File: src/common/nptc_pkg.sv
// Shared constants and types of the nibble/PCM port test control block
package nptc_pkg;
    // Clock and timing
    localparam int NPTC_PCLK_NS = 5;
    localparam int NPTC_LB_SETTLE_NS = 50;
    localparam int NPTC_LB_SETTLE_CYC = (NPTC_LB_SETTLE_NS + NPTC_PCLK_NS - 1) / NPTC_PCLK_NS;
    localparam int NPTC_OFF_W = 16;
    localparam int NPTC_PCM_W = 16;

    // Register byte offsets
    localparam logic [7:0] NPTC_CTRL_OFF = 8'h00;
    localparam logic [7:0] NPTC_FORCE_OFF = 8'h04;
    localparam logic [7:0] NPTC_NOFF_OFF = 8'h08;
    localparam logic [7:0] NPTC_TOFF_OFF = 8'h0c;
    localparam logic [7:0] NPTC_LBCMD_OFF = 8'h10;
    localparam logic [7:0] NPTC_LBSTAT_OFF = 8'h14;
    localparam logic [7:0] NPTC_ISTAT_OFF = 8'h18;
    localparam logic [7:0] NPTC_IMASK_OFF = 8'h1c;

    // Field positions
    localparam int NPTC_FORCE_VAL_LSB = 4;
    localparam int NPTC_LB_BUSY_BIT = 0;
    localparam int NPTC_LB_PASS_LSB = 4;
    localparam int NPTC_LB_FAIL_LSB = 8;
    localparam int NPTC_EV_PULSE = 0;
    localparam int NPTC_EV_LB_DONE = 1;
    localparam int NPTC_EV_LB_FAIL = 2;
    localparam int NPTC_EV_W = 3;

    // Loopback walk patterns and checked pairs (lines 0, 2, 3)
    localparam logic [3:0] NPTC_LB_PAT [4] = '{4'h0, 4'hf, 4'h5, 4'ha};
    localparam logic [3:0] NPTC_LB_PAIRS = 4'hd;

    // Control register, bit 7 first from the top
    typedef struct packed {
        logic master_clk;
        logic test_mode;
        logic truncated;
        logic pcm_tx_count_pattern_on;
        logic nibble_tx_pattern_on;
        logic third_serial_port;
        logic long_compressed_format;
        logic vocoder_conformance_mode;
    } nptc_ctrl_t;

    // Vocoder control nibble
    typedef struct packed {
        logic error_clear;
        logic lost;
        logic mute;
        logic init;
    } nptc_cnib_t;

    typedef enum logic {NPTC_LB_IDLE, NPTC_LB_RUN} nptc_lb_state_t;

    typedef struct packed {
        nptc_lb_state_t st;
        logic [1:0] step;
        logic [7:0] cnt;
        logic [3:0] s1;
        logic [3:0] s2;
        logic [3:0] enc;
        logic [3:0] pass;
        logic [3:0] fail;
        logic done;
    } nptc_lb_st_t;

    typedef struct packed {
        logic [NPTC_OFF_W-1:0] cnt;
        logic armed;
        logic pulse;
        logic fired;
    } nptc_fo_st_t;

    typedef struct packed {
        nptc_ctrl_t ctrl;
        logic [3:0] fen;
        logic [3:0] fval;
        logic [NPTC_OFF_W-1:0] noff;
        logic [NPTC_OFF_W-1:0] toff;
        logic [NPTC_EV_W-1:0] ist;
        logic [NPTC_EV_W-1:0] imask;
        logic [31:0] prdata;
        logic ack;
        logic err;
        logic nclk_s1;
        logic nclk_s2;
        logic nclk_d;
        logic fm_s1;
        logic fm_s2;
        logic fm_d;
        logic [3:0] nib_cnt;
        logic [NPTC_PCM_W-1:0] pcm_cnt;
        logic [3:0] enc;
        logic [3:0] cnib;
        logic [NPTC_PCM_W-1:0] pcm;
        logic [NPTC_PCM_W-1:0] ana;
        logic ana_v;
        logic lb_start;
    } nptc_main_st_t;

    localparam nptc_main_st_t NPTC_MAIN_RST = '0;
    localparam nptc_lb_st_t NPTC_LB_RST = '0;
    localparam nptc_fo_st_t NPTC_FO_RST = '0;
endpackage

File: src/verilog/nptc_frame_offset.sv
// Second frame pulse placement after the first frame pulse
module nptc_frame_offset
    import nptc_pkg::*;
(
    input wire logic pclk,
    input wire logic presetn,
    input wire logic enable,
    input wire logic nclk_rise,
    input wire logic first_frame_pulse_rise,
    input wire logic [NPTC_OFF_W-1:0] offset,
    output logic pulse,
    output logic fired
);
    nptc_fo_st_t r;
    nptc_fo_st_t n;

    // Count nibble clock edges from the first pulse, fire at the offset
    always_comb begin
        n = r;
        n.fired = 1'b0;
        if (!enable) begin
            n.armed = 1'b0;
            n.pulse = 1'b0;
        end else if (first_frame_pulse_rise) begin
            n.cnt = '0;
            n.pulse = (offset == '0);
            n.fired = (offset == '0);
            n.armed = (offset != '0);
        end else if (nclk_rise) begin
            // One nibble clock period wide, ended by the next edge
            n.pulse = 1'b0;
            if (r.armed) begin
                n.cnt = r.cnt + 1'b1;
                if (r.cnt + 1'b1 == offset) begin
                    n.pulse = 1'b1;
                    n.fired = 1'b1;
                    n.armed = 1'b0;
                end
            end
        end
    end

    always_ff @(posedge pclk or negedge presetn) begin
        if (!presetn) begin
            r <= NPTC_FO_RST;
        end else begin
            r <= n;
        end
    end

    assign pulse = r.pulse;
    assign fired = r.fired;
endmodule

File: src/verilog/nptc_loopback.sv
// Encoder/decoder line loopback check through an external adapter
module nptc_loopback
    import nptc_pkg::*;
(
    input wire logic pclk,
    input wire logic presetn,
    input wire logic start,
    input wire logic [3:0] decoder_line,
    output logic [3:0] enc,
    output logic active,
    output logic done,
    output logic [3:0] pass,
    output logic [3:0] fail
);
    nptc_lb_st_t r;
    nptc_lb_st_t n;
    logic [3:0] miss;

    // Mismatches on checked pairs only; the adapter closes each pair
    assign miss = (r.s2 ^ r.enc) & NPTC_LB_PAIRS;

    always_comb begin
        n = r;
        n.s1 = decoder_line;
        n.s2 = r.s1;
        n.done = 1'b0;
        unique case (r.st)
            NPTC_LB_IDLE: begin
                if (start) begin
                    n.st = NPTC_LB_RUN;
                    n.step = 2'd0;
                    n.cnt = '0;
                    n.enc = NPTC_LB_PAT[0];
                    n.fail = '0;
                    n.pass = '0;
                end
            end
            NPTC_LB_RUN: begin
                // Wait covers the wiring plus the two sync stages
                n.cnt = r.cnt + 1'b1;
                if (r.cnt == 8'(NPTC_LB_SETTLE_CYC + 2)) begin
                    n.cnt = '0;
                    n.fail = r.fail | miss;
                    if (r.step == 2'd3) begin
                        n.pass = ~(r.fail | miss) & NPTC_LB_PAIRS;
                        n.done = 1'b1;
                        n.st = NPTC_LB_IDLE;
                        n.enc = '0;
                    end else begin
                        n.step = r.step + 1'b1;
                        n.enc = NPTC_LB_PAT[r.step + 1'b1];
                    end
                end
            end
        endcase
    end

    always_ff @(posedge pclk or negedge presetn) begin
        if (!presetn) begin
            r <= NPTC_LB_RST;
        end else begin
            r <= n;
        end
    end

    assign enc = r.enc;
    assign active = (r.st == NPTC_LB_RUN);
    assign done = r.done;
    assign pass = r.pass;
    assign fail = r.fail;
endmodule

File: src/verilog/nptc_top.sv
// Nibble/PCM port test control: patterns, forced bits, frame offset, loopback
//
// Decided for this implementation: the address map and the APB slave port.
module nptc_top
    import nptc_pkg::*;
(
    input wire logic pclk,
    input wire logic presetn,
    input wire logic psel,
    input wire logic penable,
    input wire logic pwrite,
    input wire logic [7:0] paddr,
    input wire logic [31:0] pwdata,
    output logic [31:0] prdata,
    output logic pready,
    output logic pslverr,
    input wire logic nibble_clock,
    input wire logic first_frame_pulse,
    output logic second_frame_pulse,
    input wire logic [3:0] voc_nibble,
    input wire nptc_cnib_t voc_ctrl_nibble,
    output logic [3:0] encoder_line,
    input wire logic [3:0] decoder_line,
    output nptc_cnib_t tx_ctrl_nibble,
    input wire logic pcm_sample_en,
    input wire logic [NPTC_PCM_W-1:0] voc_pcm,
    output logic [NPTC_PCM_W-1:0] pcm_tx_data,
    input wire logic mixer_com_valid,
    input wire logic [NPTC_PCM_W-1:0] mixer_com_data,
    output logic analysis_valid,
    output logic [NPTC_PCM_W-1:0] analysis_data,
    output logic vocoder_conformance_mode,
    output logic long_compressed_format,
    output logic third_serial_port,
    output logic irq
);
    nptc_main_st_t r;
    nptc_main_st_t n;

    logic access;
    logic nclk_rise;
    logic first_frame_pulse_rise;
    logic fo_enable;
    logic [NPTC_OFF_W-1:0] fo_offset;
    logic fo_fired;
    logic lb_active;
    logic lb_done;
    logic [3:0] lb_enc;
    logic [3:0] lb_pass;
    logic [3:0] lb_fail;
    logic [NPTC_EV_W-1:0] ev;
    logic [NPTC_EV_W-1:0] iclr;

    // Address decode for the error answer; the read mux decodes the address on its own
    function automatic logic is_mapped(input logic [7:0] a);
        unique case (a)
            NPTC_CTRL_OFF, NPTC_FORCE_OFF, NPTC_NOFF_OFF, NPTC_TOFF_OFF,
            NPTC_LBCMD_OFF, NPTC_LBSTAT_OFF, NPTC_ISTAT_OFF,
            NPTC_IMASK_OFF: is_mapped = 1'b1;
            default: is_mapped = 1'b0;
        endcase
    endfunction

    // Read mux; unused upper bits read as zero
    function automatic logic [31:0] rd_word(input logic [7:0] a,
                                            input nptc_main_st_t s,
                                            input logic busy,
                                            input logic [3:0] pass,
                                            input logic [3:0] fail);
        logic [31:0] w;
        w = '0;
        unique case (a)
            NPTC_CTRL_OFF: w[7:0] = s.ctrl;
            NPTC_FORCE_OFF: w[7:0] = {s.fval, s.fen};
            NPTC_NOFF_OFF: w[NPTC_OFF_W-1:0] = s.noff;
            NPTC_TOFF_OFF: w[NPTC_OFF_W-1:0] = s.toff;
            NPTC_LBSTAT_OFF: begin
                w[NPTC_LB_BUSY_BIT] = busy;
                w[NPTC_LB_PASS_LSB +: 4] = pass;
                w[NPTC_LB_FAIL_LSB +: 4] = fail;
            end
            NPTC_ISTAT_OFF: w[NPTC_EV_W-1:0] = s.ist;
            NPTC_IMASK_OFF: w[NPTC_EV_W-1:0] = s.imask;
            default: w = '0;
        endcase
        return w;
    endfunction

    // Edges of the synchronised link signals, read from second stage on
    assign nclk_rise = r.nclk_s2 & ~r.nclk_d;
    assign first_frame_pulse_rise = r.fm_s2 & ~r.fm_d;

    // Second pulse only as clock master in test mode
    assign fo_enable = r.ctrl.master_clk & r.ctrl.test_mode;
    // Truncated bit selects which offset is in force
    assign fo_offset = r.ctrl.truncated ? r.toff : r.noff;

    nptc_frame_offset u_frame_offset (
        .pclk(pclk),
        .presetn(presetn),
        .enable(fo_enable),
        .nclk_rise(nclk_rise),
        .first_frame_pulse_rise(first_frame_pulse_rise),
        .offset(fo_offset),
        .pulse(second_frame_pulse),
        .fired(fo_fired)
    );

    nptc_loopback u_loopback (
        .pclk(pclk),
        .presetn(presetn),
        .start(r.lb_start),
        .decoder_line(decoder_line),
        .enc(lb_enc),
        .active(lb_active),
        .done(lb_done),
        .pass(lb_pass),
        .fail(lb_fail)
    );

    // APB access phase; one wait state while read data is latched
    assign access = psel & penable;
    assign pready = access & r.ack;
    assign pslverr = pready & r.err;

    // Events that set sticky status bits
    always_comb begin
        ev = '0;
        ev[NPTC_EV_PULSE] = fo_fired;
        ev[NPTC_EV_LB_DONE] = lb_done;
        ev[NPTC_EV_LB_FAIL] = lb_done & (lb_fail != 4'h0);
    end

    // Write-one-to-clear mask, only at the completing edge
    always_comb begin
        iclr = '0;
        if (pready && pwrite && !r.err && paddr == NPTC_ISTAT_OFF) begin
            iclr = pwdata[NPTC_EV_W-1:0];
        end
    end

    // Next state of everything the top module holds
    always_comb begin
        n = r;
        n.lb_start = 1'b0;

        // Two-stage synchronisers for the link pins
        n.nclk_s1 = nibble_clock;
        n.nclk_s2 = r.nclk_s1;
        n.nclk_d = r.nclk_s2;
        n.fm_s1 = first_frame_pulse;
        n.fm_s2 = r.fm_s1;
        n.fm_d = r.fm_s2;

        // Register access
        if (access && !r.ack) begin
            n.ack = 1'b1;
            n.err = ~is_mapped(paddr);
            n.prdata = rd_word(paddr, r, lb_active, lb_pass, lb_fail);
        end
        if (pready) begin
            n.ack = 1'b0;
            if (pwrite && !r.err) begin
                unique case (paddr)
                    // Settings are plain on/off bits
                    NPTC_CTRL_OFF: n.ctrl = nptc_ctrl_t'(pwdata[7:0]);
                    NPTC_FORCE_OFF: begin
                        n.fen = pwdata[3:0];
                        n.fval = pwdata[NPTC_FORCE_VAL_LSB +: 4];
                    end
                    NPTC_NOFF_OFF: n.noff = pwdata[NPTC_OFF_W-1:0];
                    NPTC_TOFF_OFF: n.toff = pwdata[NPTC_OFF_W-1:0];
                    // Start is ignored while a walk is already running
                    NPTC_LBCMD_OFF: n.lb_start = pwdata[0] & ~lb_active;
                    NPTC_IMASK_OFF: n.imask = pwdata[NPTC_EV_W-1:0];
                    default: n.lb_start = 1'b0;
                endcase
            end
        end

        // Sticky status: a set in the clearing cycle wins
        n.ist = (r.ist & ~iclr) | ev;

        // Nibble transmit: loopback walk, test count, or vocoder data
        if (lb_active) begin
            n.enc = lb_enc;
        end else if (nclk_rise) begin
            n.nib_cnt = r.nib_cnt + 1'b1;
            n.enc = r.ctrl.nibble_tx_pattern_on ? r.nib_cnt : voc_nibble;
        end

        // Forced bits replace vocoder bits only where enabled
        n.cnib = (voc_ctrl_nibble & ~r.fen) | (r.fval & r.fen);

        // PCM transmit; count restarts from zero each time it is enabled
        if (!r.ctrl.pcm_tx_count_pattern_on) begin
            n.pcm_cnt = '0;
        end
        if (pcm_sample_en) begin
            if (r.ctrl.pcm_tx_count_pattern_on) begin
                n.pcm = r.pcm_cnt;
                n.pcm_cnt = r.pcm_cnt + 1'b1;
            end else begin
                n.pcm = voc_pcm;
            end
        end

        // Analysis sees the mixer COM port and nothing else
        n.ana_v = mixer_com_valid;
        if (mixer_com_valid) begin
            n.ana = mixer_com_data;
        end
    end

    // All settings come up off
    always_ff @(posedge pclk or negedge presetn) begin
        if (!presetn) begin
            r <= NPTC_MAIN_RST;
        end else begin
            r <= n;
        end
    end

    // Outputs straight from state
    assign prdata = r.prdata;
    assign encoder_line = r.enc;
    assign tx_ctrl_nibble = nptc_cnib_t'(r.cnib);
    assign pcm_tx_data = r.pcm;
    assign analysis_valid = r.ana_v;
    assign analysis_data = r.ana;
    assign vocoder_conformance_mode = r.ctrl.vocoder_conformance_mode;
    assign long_compressed_format = r.ctrl.long_compressed_format;
    assign third_serial_port = r.ctrl.third_serial_port;
    // Level interrupt while any unmasked status bit stands
    assign irq = |(r.ist & r.imask);
endmodule

File: config.mk
export PLATFORM = sky130hd
export DESIGN_NAME = nptc_top
export DESIGN_NICKNAME = d
export VERILOG_FILES = /design/src/common/nptc_pkg.sv /design/src/verilog/nptc_frame_offset.sv /design/src/verilog/nptc_loopback.sv /design/src/verilog/nptc_top.sv
export SDC_FILE = /design/constraint.sdc
export NUM_CORES = 1
export LEC_CHECK = 0
export BUFFER_PORTS_ARGS = -buffer_cell sky130_fd_sc_hd__buf_2
export CAP_MARGIN = 20
export CORE_ASPECT_RATIO = 0.5
export CORE_MARGIN = 1.5
export CORE_UTILIZATION = 55
export DETAILED_ROUTE_END_ITERATION = 16
export PLACE_DENSITY = 0.79
export SETUP_SLACK_MARGIN = 0.2
export SYNTH_ARGS = -nofsm -noshare
export SYNTH_HDL_FRONTEND = slang
export SYNTH_SLANG_ARGS = --single-unit
export TNS_END_PERCENT = 30
File: constraint.sdc
create_clock -name pclk -period 4.3 [get_ports pclk]
set_input_delay 0.86 -clock pclk [delete_from_list [all_inputs] [get_ports pclk]]
set_output_delay 0.86 -clock pclk [all_outputs]
set_load 0.03 [all_outputs]
==> qor.csv, run 1 <==
stage,metric,value,unit
power_and_ir_drop,switching part of the total,28.07,%
clocking,CTS tree,done,
critical_path,CP Depth,7,
routing,WL/cell,17.63,um
floorplanning,FP Rows,34,
sta,Max Fclk,336.0,MHz
power_and_ir_drop,Pleak,4.885,nW
routing,post-DR vias/cell,5.756,
critical_path,Slowest cell on crit path,dfrtp_1,
critical_path,WP buf/inv,1,
clocking,Post-CTS Resized,0,
clocking,clock-pin transition on the worst setup and hold timing paths,0.08,ns
global_route,antenna violations before repair,0,
clocking,Clock Tree Buf Depth,2,
critical_path,worst path arrival time,3.31,ns
critical_path,WS Path Type,flip-flop to flip-flop,
routing,Residual DRC,0,
power_and_ir_drop,Comb pwr share,9.7,%
power_and_ir_drop,Power Density,355.4,nW/um^2
floorplanning,Die X,190.9,um
logic_synthesis,Mapped Cells,901,
final_layout,fillcell total,1383,
logic_synthesis,Synth cell types,69,
power_and_ir_drop,Seq pwr share,49.3,%
logic_synthesis,number of synthesized flops with an enable pin,0,
sta,clk_skew,0.01253,ns
critical_path,CP Cell Sequence,buf_4 > mux2i_1 > or3_1 > o2111ai_1 > nor4_1 > nand4_1 > o21ai_0,
power_and_ir_drop,Pint,2.715,mW
floorplanning,initial core utilization,56.05,%
power_and_ir_drop,Clk network pwr share,40.9,%
power_and_ir_drop,total power,3.775,mW
logic_synthesis,Seq cells post-synth,185,
power_and_ir_drop,Net Sw Power,1.060,mW
critical_path,Setup crit end kind,flip-flop,
floorplanning,IO Count,173,
routing,Antenna Nets Post-Route,0,
critical_path,Critical Path Fanout Max,20,
clocking,Post-CTS Setup Inserts,0,
critical_path,worst r2r src,r[153],
placed_design,# port buffers,139,
logic_synthesis,synth warn,0,
critical_path,Startpoint Class,flip-flop,
clocking,CTS HTree Levels,4,
sta,fin. max-slew vios,0,
worst_hold_path,Min-Delay Path Class,flip-flop to flip-flop,
job,Max Cap Viol,0,
clocking,Clock Sink Count,185,
placed_design,GP Congestion,0.8607,
sta,"Hold Vio Cnt, Final",0,
critical_path,crit path to,u_frame_offset.pulse,
critical_path,FF-to-FF setup slack,1.32,ns
placed_design,HPWL after DPL,14760,um
status,outcome,finished clean,
clocking,CTS Root Cell,clkbuf_16,
sta,Slew headroom,36.64,%
final_layout,Area Growth Syn to Fin,9.450,%
sta,post-route minimum period,2.976,ns
sta,crit share post-route,69.22,%
final_layout,Nets,1060,
floorplanning,Die H,96.93,um
logic_synthesis,syn avg cell area,10.77,um^2
critical_path,"Data required, critical path",4.63,ns
clocking,CTS Hold Bufs,0,
clocking,Worst-Skew Late Latency,0.44,ns
clocking,number of CTS-inserted buffers,17,
global_route,largest net degree at the start of global routing,100,
logic_synthesis,"FFs w/ async S/R, synth",100.0,%
final_layout,ant diodes,0,
logic_synthesis,"Top FF cell, synth",dfrtp_1,
critical_path,Critical Path Source,r[153],
global_route,first-pass GRT wire length,34670,um
critical_path,Worst path max stage delay,0.88,ns
global_route,total track usage,23.92,%
sta,Final setup viols,0,
final_layout,"commonest non-fill, non-tap cell in the layout",dfrtp_1,
routing,Starting DRT DRC Count,492,
final_layout,share of layout cells above drive strength 1,28.60,%
floorplanning,Die Area,18500,um^2
routing,Routed WL,21260,um
sta,final setup TNS,0,ns
sta,worst slew pin tran,0.9417,ns
routing,DR vias,6942,
sta,RSZ-0062 raised after global routing,no,
global_route,vias in the first global route,6724,
critical_path,reg2reg path depth,7,
routing,first-pass iteration count of the detailed router,5,
worst_hold_path,Worst Hold Depth,0,
logic_synthesis,post-synthesis sequential area ratio,47.71,%
power_and_ir_drop,largest vdd supply drop,0.0002992,V
final_layout,most frequent cells in the layout,"185 x dfrtp_1, 138 x buf_2, 70 x nand2_1, 64 x mux2_2, 52 x o21ai_0",
logic_synthesis,synthesized cell area,9704,um^2
floorplanning,Core ar.,17310,um^2
critical_path,CP top delay family,flip-flops,
global_route,overflow left after global routing,0,
critical_path,worst r2r dst,u_frame_offset.pulse,
## power by group through the flow
stage	clock [mW]	sequential [mW]	combinational [mW]
floorplan	0	1.88	0.296
global placement	0	1.89	0.361
detailed placement	0	1.90	0.371
CTS	1.57	1.86	0.372
global route	1.65	1.87	0.402
finish	1.55	1.86	0.367
## through the flow
step	std cells	hold WS, ns	instance area, um^2	setup slack (ns)	utilization, %
floorplan	916	0.3312	9761	1.622	-
global placement	1174	0.3326	10040	1.375	57.97
detailed placement	1174	0.3364	10040	1.346	57.97
CTS	1206	0.3524	10620	1.409	61.35
global route	1206	0.3612	10620	1.114	61.35
finish	1206	0.3512	10620	1.324	61.35
## how the worst min path moves through the flow
stage | startpoint | endpoint
2_1_floorplan | n[63] | n[62]
3_3_place_gp | n[66] | n[65]
3_5_place_dp | n[63] | n[62]
4_1_cts | n[63] | n[62]
5_1_grt | u_loopback.n[15] | u_loopback.r[15]
6_report | n[63] | n[62]
## cell usage after synthesis, types with 3 or more instances
| cell | n | area share, % |
|---|---|---|
| ha_1 | 8 | 1.0 |
| nand3_1 | 22 | 1.1 |
| mux2i_1 | 49 | 5.1 |
| o31ai_1 | 12 | 0.93 |
| or3_1 | 4 | 0.26 |
| clkbuf_1 | 29 | 1.1 |
| a21o_1 | 7 | 0.54 |
| buf_2 | 7 | 0.36 |
| xor2_1 | 14 | 1.3 |
| dfrtp_1 | 185 | 48 |
| a21oi_1 | 41 | 2.1 |
| mux2_2 | 64 | 7.4 |
| nor2b_1 | 5 | 0.32 |
| o22ai_1 | 4 | 0.26 |
| xnor2_1 | 26 | 2.3 |
| nor3_1 | 14 | 0.72 |
| and3_1 | 11 | 0.71 |
| nor2_1 | 45 | 1.7 |
| nand2_1 | 70 | 2.7 |
| buf_1 | 7 | 0.27 |
| nor4b_1 | 3 | 0.27 |
| mux4_2 | 3 | 0.70 |
| and2_1 | 20 | 1.3 |
| o21ai_0 | 52 | 2.7 |
| mux2_4 | 18 | 2.8 |
| a31o_2 | 3 | 0.27 |
| a31oi_1 | 3 | 0.19 |
| a22o_1 | 3 | 0.27 |
| nand4_1 | 12 | 0.77 |
| inv_1 | 12 | 0.46 |
| or4_1 | 3 | 0.23 |
| a22oi_1 | 7 | 0.54 |
| a221oi_1 | 5 | 0.45 |
| and4_1 | 4 | 0.36 |
| nor4_1 | 8 | 0.52 |
| o2111ai_1 | 4 | 0.36 |
| buf_4 | 75 | 5.8 |
## registers in the layout, indices dropped and copies added, names as in the netlist, 2 cells and up
signal / count
r: 76
pcm_tx_data: 16
prdata: 16
tx_ctrl_nibble: 4
encoder_line: 4
u_frame_offset.r: 17
analysis_data: 16
u_loopback.r: 13
u_loopback.fail: 3
u_loopback.enc: 2
u_loopback.pass: 3
u_loopback.n: 3
n: 4
## final cells by class
class	instances	area (um^2)	area share, %
Multi-Input combinational cell	598	4310	40.58
Timing Repair Buffer	145	759.5	7.150
Tap cell	234	292.8	2.757
Sequential cell	185	4629	43.59
Clock buffer	18	429.2	4.041
Inverter	12	45.04	0.4241
Clock inverter	14	155.1	1.461
## cell families after synthesis
group | count (synthesis) | share of synthesized area, %
flip-flops | 185 | 47.71
AO/OA/AOI/OAI | 158 | 10.06
other | 1 | 0.03864
adder cells (fa/ha/maj) | 8 | 1.032
XOR/XNOR | 40 | 3.610
multiplexers | 135 | 16.08
buffers and inverters | 133 | 8.458
AND/OR/NAND/NOR | 241 | 13.02
## metal layers
layer | vias to the layer above | wire, um | part of all wire (%) | GRT usage (%)
li1 | 3238 | - | - | -
met1 | 3408 | 9729 | 46 | 33.38
met2 | 245 | 9835 | 46 | 36.85
met3 | 51 | 1157 | 5.4 | 4.898
met4 | 0 | 535 | 2.5 | 9.025
met5 | - | 0 | 0 | 0
Power figures use the tool's default switching activity.
==> run 2: changes to the inputs <==
==> constraint.sdc (replaced) <==
create_clock -name pclk -period 2.9 [get_ports pclk]
set_input_delay 0.58 -clock pclk [delete_from_list [all_inputs] [get_ports pclk]]
set_output_delay 0.58 -clock pclk [all_outputs]
set_load 0.03 [all_outputs]
==> run 2 against run 1 <==
Against the previous run:
- die area did not move
- non-clock buffer count is 8 higher
- count of clock-buffer cells in the layout unchanged
- largest cell class unchanged
- largest power group unchanged
- critical path type unchanged
- via count rose by 0.75%
==> qor.csv, run 2 (synthesis gave the netlist of run 1 again) <==
stage,metric,value,unit,change
status,outcome,finished clean,,
floorplanning,Die H,96.93,um,unchanged
global_route,antenna violations before repair,0,,unchanged
final_layout,fillcell total,1382,,-0.072%
sta,Max Fclk,404.0,MHz,+20%
sta,Slew headroom,42.15,%,+5.5 points
final_layout,share of layout cells above drive strength 1,29.29,%,+0.68 points
clocking,CTS Root Cell,clkbuf_16,,
final_layout,Top reg by flops,r,,
routing,first-pass iteration count of the detailed router,5,,unchanged
sta,post-route minimum period,2.475,ns,-0.5010 ns
clocking,CTS tree,done,,
clocking,Worst-Skew Late Latency,0.43,ns,about the same
clocking,clock-pin transition on the worst setup and hold timing paths,0.07,ns,about the same
floorplanning,FP Rows,34,,unchanged
placed_design,GP Congestion,0.8689,,+0.95%
final_layout,ant diodes,0,,unchanged
clocking,CTS Hold Bufs,0,,unchanged
sta,clk_skew,0.01113,ns,-0.001398 ns
routing,Starting DRT DRC Count,464,,-5.7%
sta,Final setup viols,0,,unchanged
floorplanning,Die X,190.9,um,unchanged
power_and_ir_drop,Pleak,4.925,nW,+0.81%
global_route,largest net degree at the start of global routing,61,,-39%
placed_design,placed cells,1182,,+0.68%
placed_design,# port buffers,139,,unchanged
routing,Routed met3 length,1184,um,+2.3%
placed_design,HPWL after DPL,15080,um,+2.2%
sta,crit share post-route,85.36,%,+16 points
sta,worst slew pin tran,0.8678,ns,-0.07386 ns
worst_hold_path,Min-Delay Path Class,input pin to async pin,,
sta,"Hold Vio Cnt, Final",0,,unchanged
floorplanning,IO Count,173,,unchanged
routing,post-DR vias/cell,5.761,,about the same
routing,Routed WL,21090,um,-0.79%
clocking,CTS HTree Levels,4,,unchanged
routing,DR vias,6994,,+0.75%
sta,RSZ-0062 raised after global routing,no,,
final_layout,top flop regs,"r (76), u_frame_offset.r (17)",,
final_layout,most frequent cells in the layout,"184 x dfrtp_1, 138 x buf_2, 70 x nand2_1, 64 x mux2_2, 51 x o21ai_0",,
final_layout,final cell count without fillers,1214,,+0.66%
global_route,overflow left after global routing,0,,unchanged
critical_path,Startpoint Class,flip-flop,,
floorplanning,Die Area,18500,um^2,unchanged
floorplanning,Core ar.,17310,um^2,unchanged
routing,WL/cell,17.37,um,-1.4%
routing,Antenna Nets Post-Route,0,,unchanged
global_route,total track usage,23.56,%,-0.37 points
floorplanning,initial core utilization,56.05,%,unchanged
routing,Metal-1 WL,9643,um,-0.88%
power_and_ir_drop,Power Density,525.7,nW/um^2,+48%
final_layout,Area Growth Syn to Fin,10.15,%,
clocking,Clock Tree Buf Depth,2,,unchanged
power_and_ir_drop,largest vdd supply drop,0.0004395,V,+47%
final_layout,"commonest non-fill, non-tap cell in the layout",dfrtp_1,,
final_layout,Nets,1068,,+0.75%
clocking,Post-CTS Resized,0,,unchanged
critical_path,Critical Path Fanout Max,9,,-55%
routing,Top Metal Used,met4,,
global_route,vias in the first global route,6796,,+1.1%
routing,Residual DRC,0,,unchanged
clocking,number of CTS-inserted buffers,17,,unchanged
job,Max Cap Viol,0,,unchanged
sta,WHS,0.1223,ns,-0.2289 ns
sta,final setup TNS,0,ns,unchanged
critical_path,Setup crit end kind,flip-flop,,
global_route,first-pass GRT wire length,34400,um,-0.78%
routing,met2 routed wirelength,9943,um,+1.1%
clocking,Clock Sink Count,185,,unchanged
final_layout,max FFs per register,76,,unchanged
critical_path,WS Path Type,flip-flop to flip-flop,,
critical_path,worst path arrival time,2.80,ns,-0.51 ns
clocking,Post-CTS Setup Inserts,0,,unchanged
critical_path,"Data required, critical path",3.23,ns,-1.40 ns
sta,fin. max-slew vios,0,,unchanged
[run 2: critical path, cell delays in order (launching register included)]
cell	delay (ns)
dfrtp_1	0.46
ha_1	0.34
nand4_1	0.13
buf_4	0.19
a311oi_1	0.25
o2111ai_1	0.16
nor4_1	0.33
nand4_1	0.25
o21ai_1	0.27
[run 2: final cells by class]
cell class              count  area, um^2  share of cell area, %
well taps                 234       292.8                  2.739
inverters                  12       45.04                 0.4214
flip-flops and latches    185        4631                  43.32
clock inverters            14       148.9                  1.393
clock buffers              18       429.2                  4.015
repair buffers            153       832.0                  7.784
multi-input cells         598        4310                  40.33
[run 2: stage by stage]
step                      power, mW  area, um^2  setup WS [ns]  utilization [%]
after floorplan               3.232        9761         0.5025                -
after global placement        3.343       10110         0.3107            58.39
after detailed placement      3.367       10110         0.2750            58.39
after CTS                     5.673       10690         0.2147            61.73
after global routing          5.820       10690         0.2640            61.74
final                         5.619       10690         0.4246            61.74
[run 2: layer usage]
layer	vias up	GRT usage [%]
li1	3255	-
met1	3488	32.26
met2	224	37.74
met3	27	5.080
met4	0	6.844
met5	-	0
[run 2: power by group]
part | switching [mW] | total, mW | internal [mW]
combinational | 0.361 | 0.551 | 0.189
sequential | 0.0732 | 2.76 | 2.69
clock | 1.09 | 2.31 | 1.22
[run 2: worst paths after layout]
check,start,to,slack (ns),cells after the start
min in group pclk,decoder_line[0],u_loopback.n[13],0.25,1
setup / recovery,u_frame_offset.r[3],u_frame_offset.fired,0.42,8
max in group asynchronous,presetn,u_frame_offset.r[12],2.07,2
setup reg to reg,u_frame_offset.r[3],u_frame_offset.fired,0.42,8
hold reg to reg,n[63],n[62],0.35,0
hold / removal,presetn,analysis_data[6],0.12,1
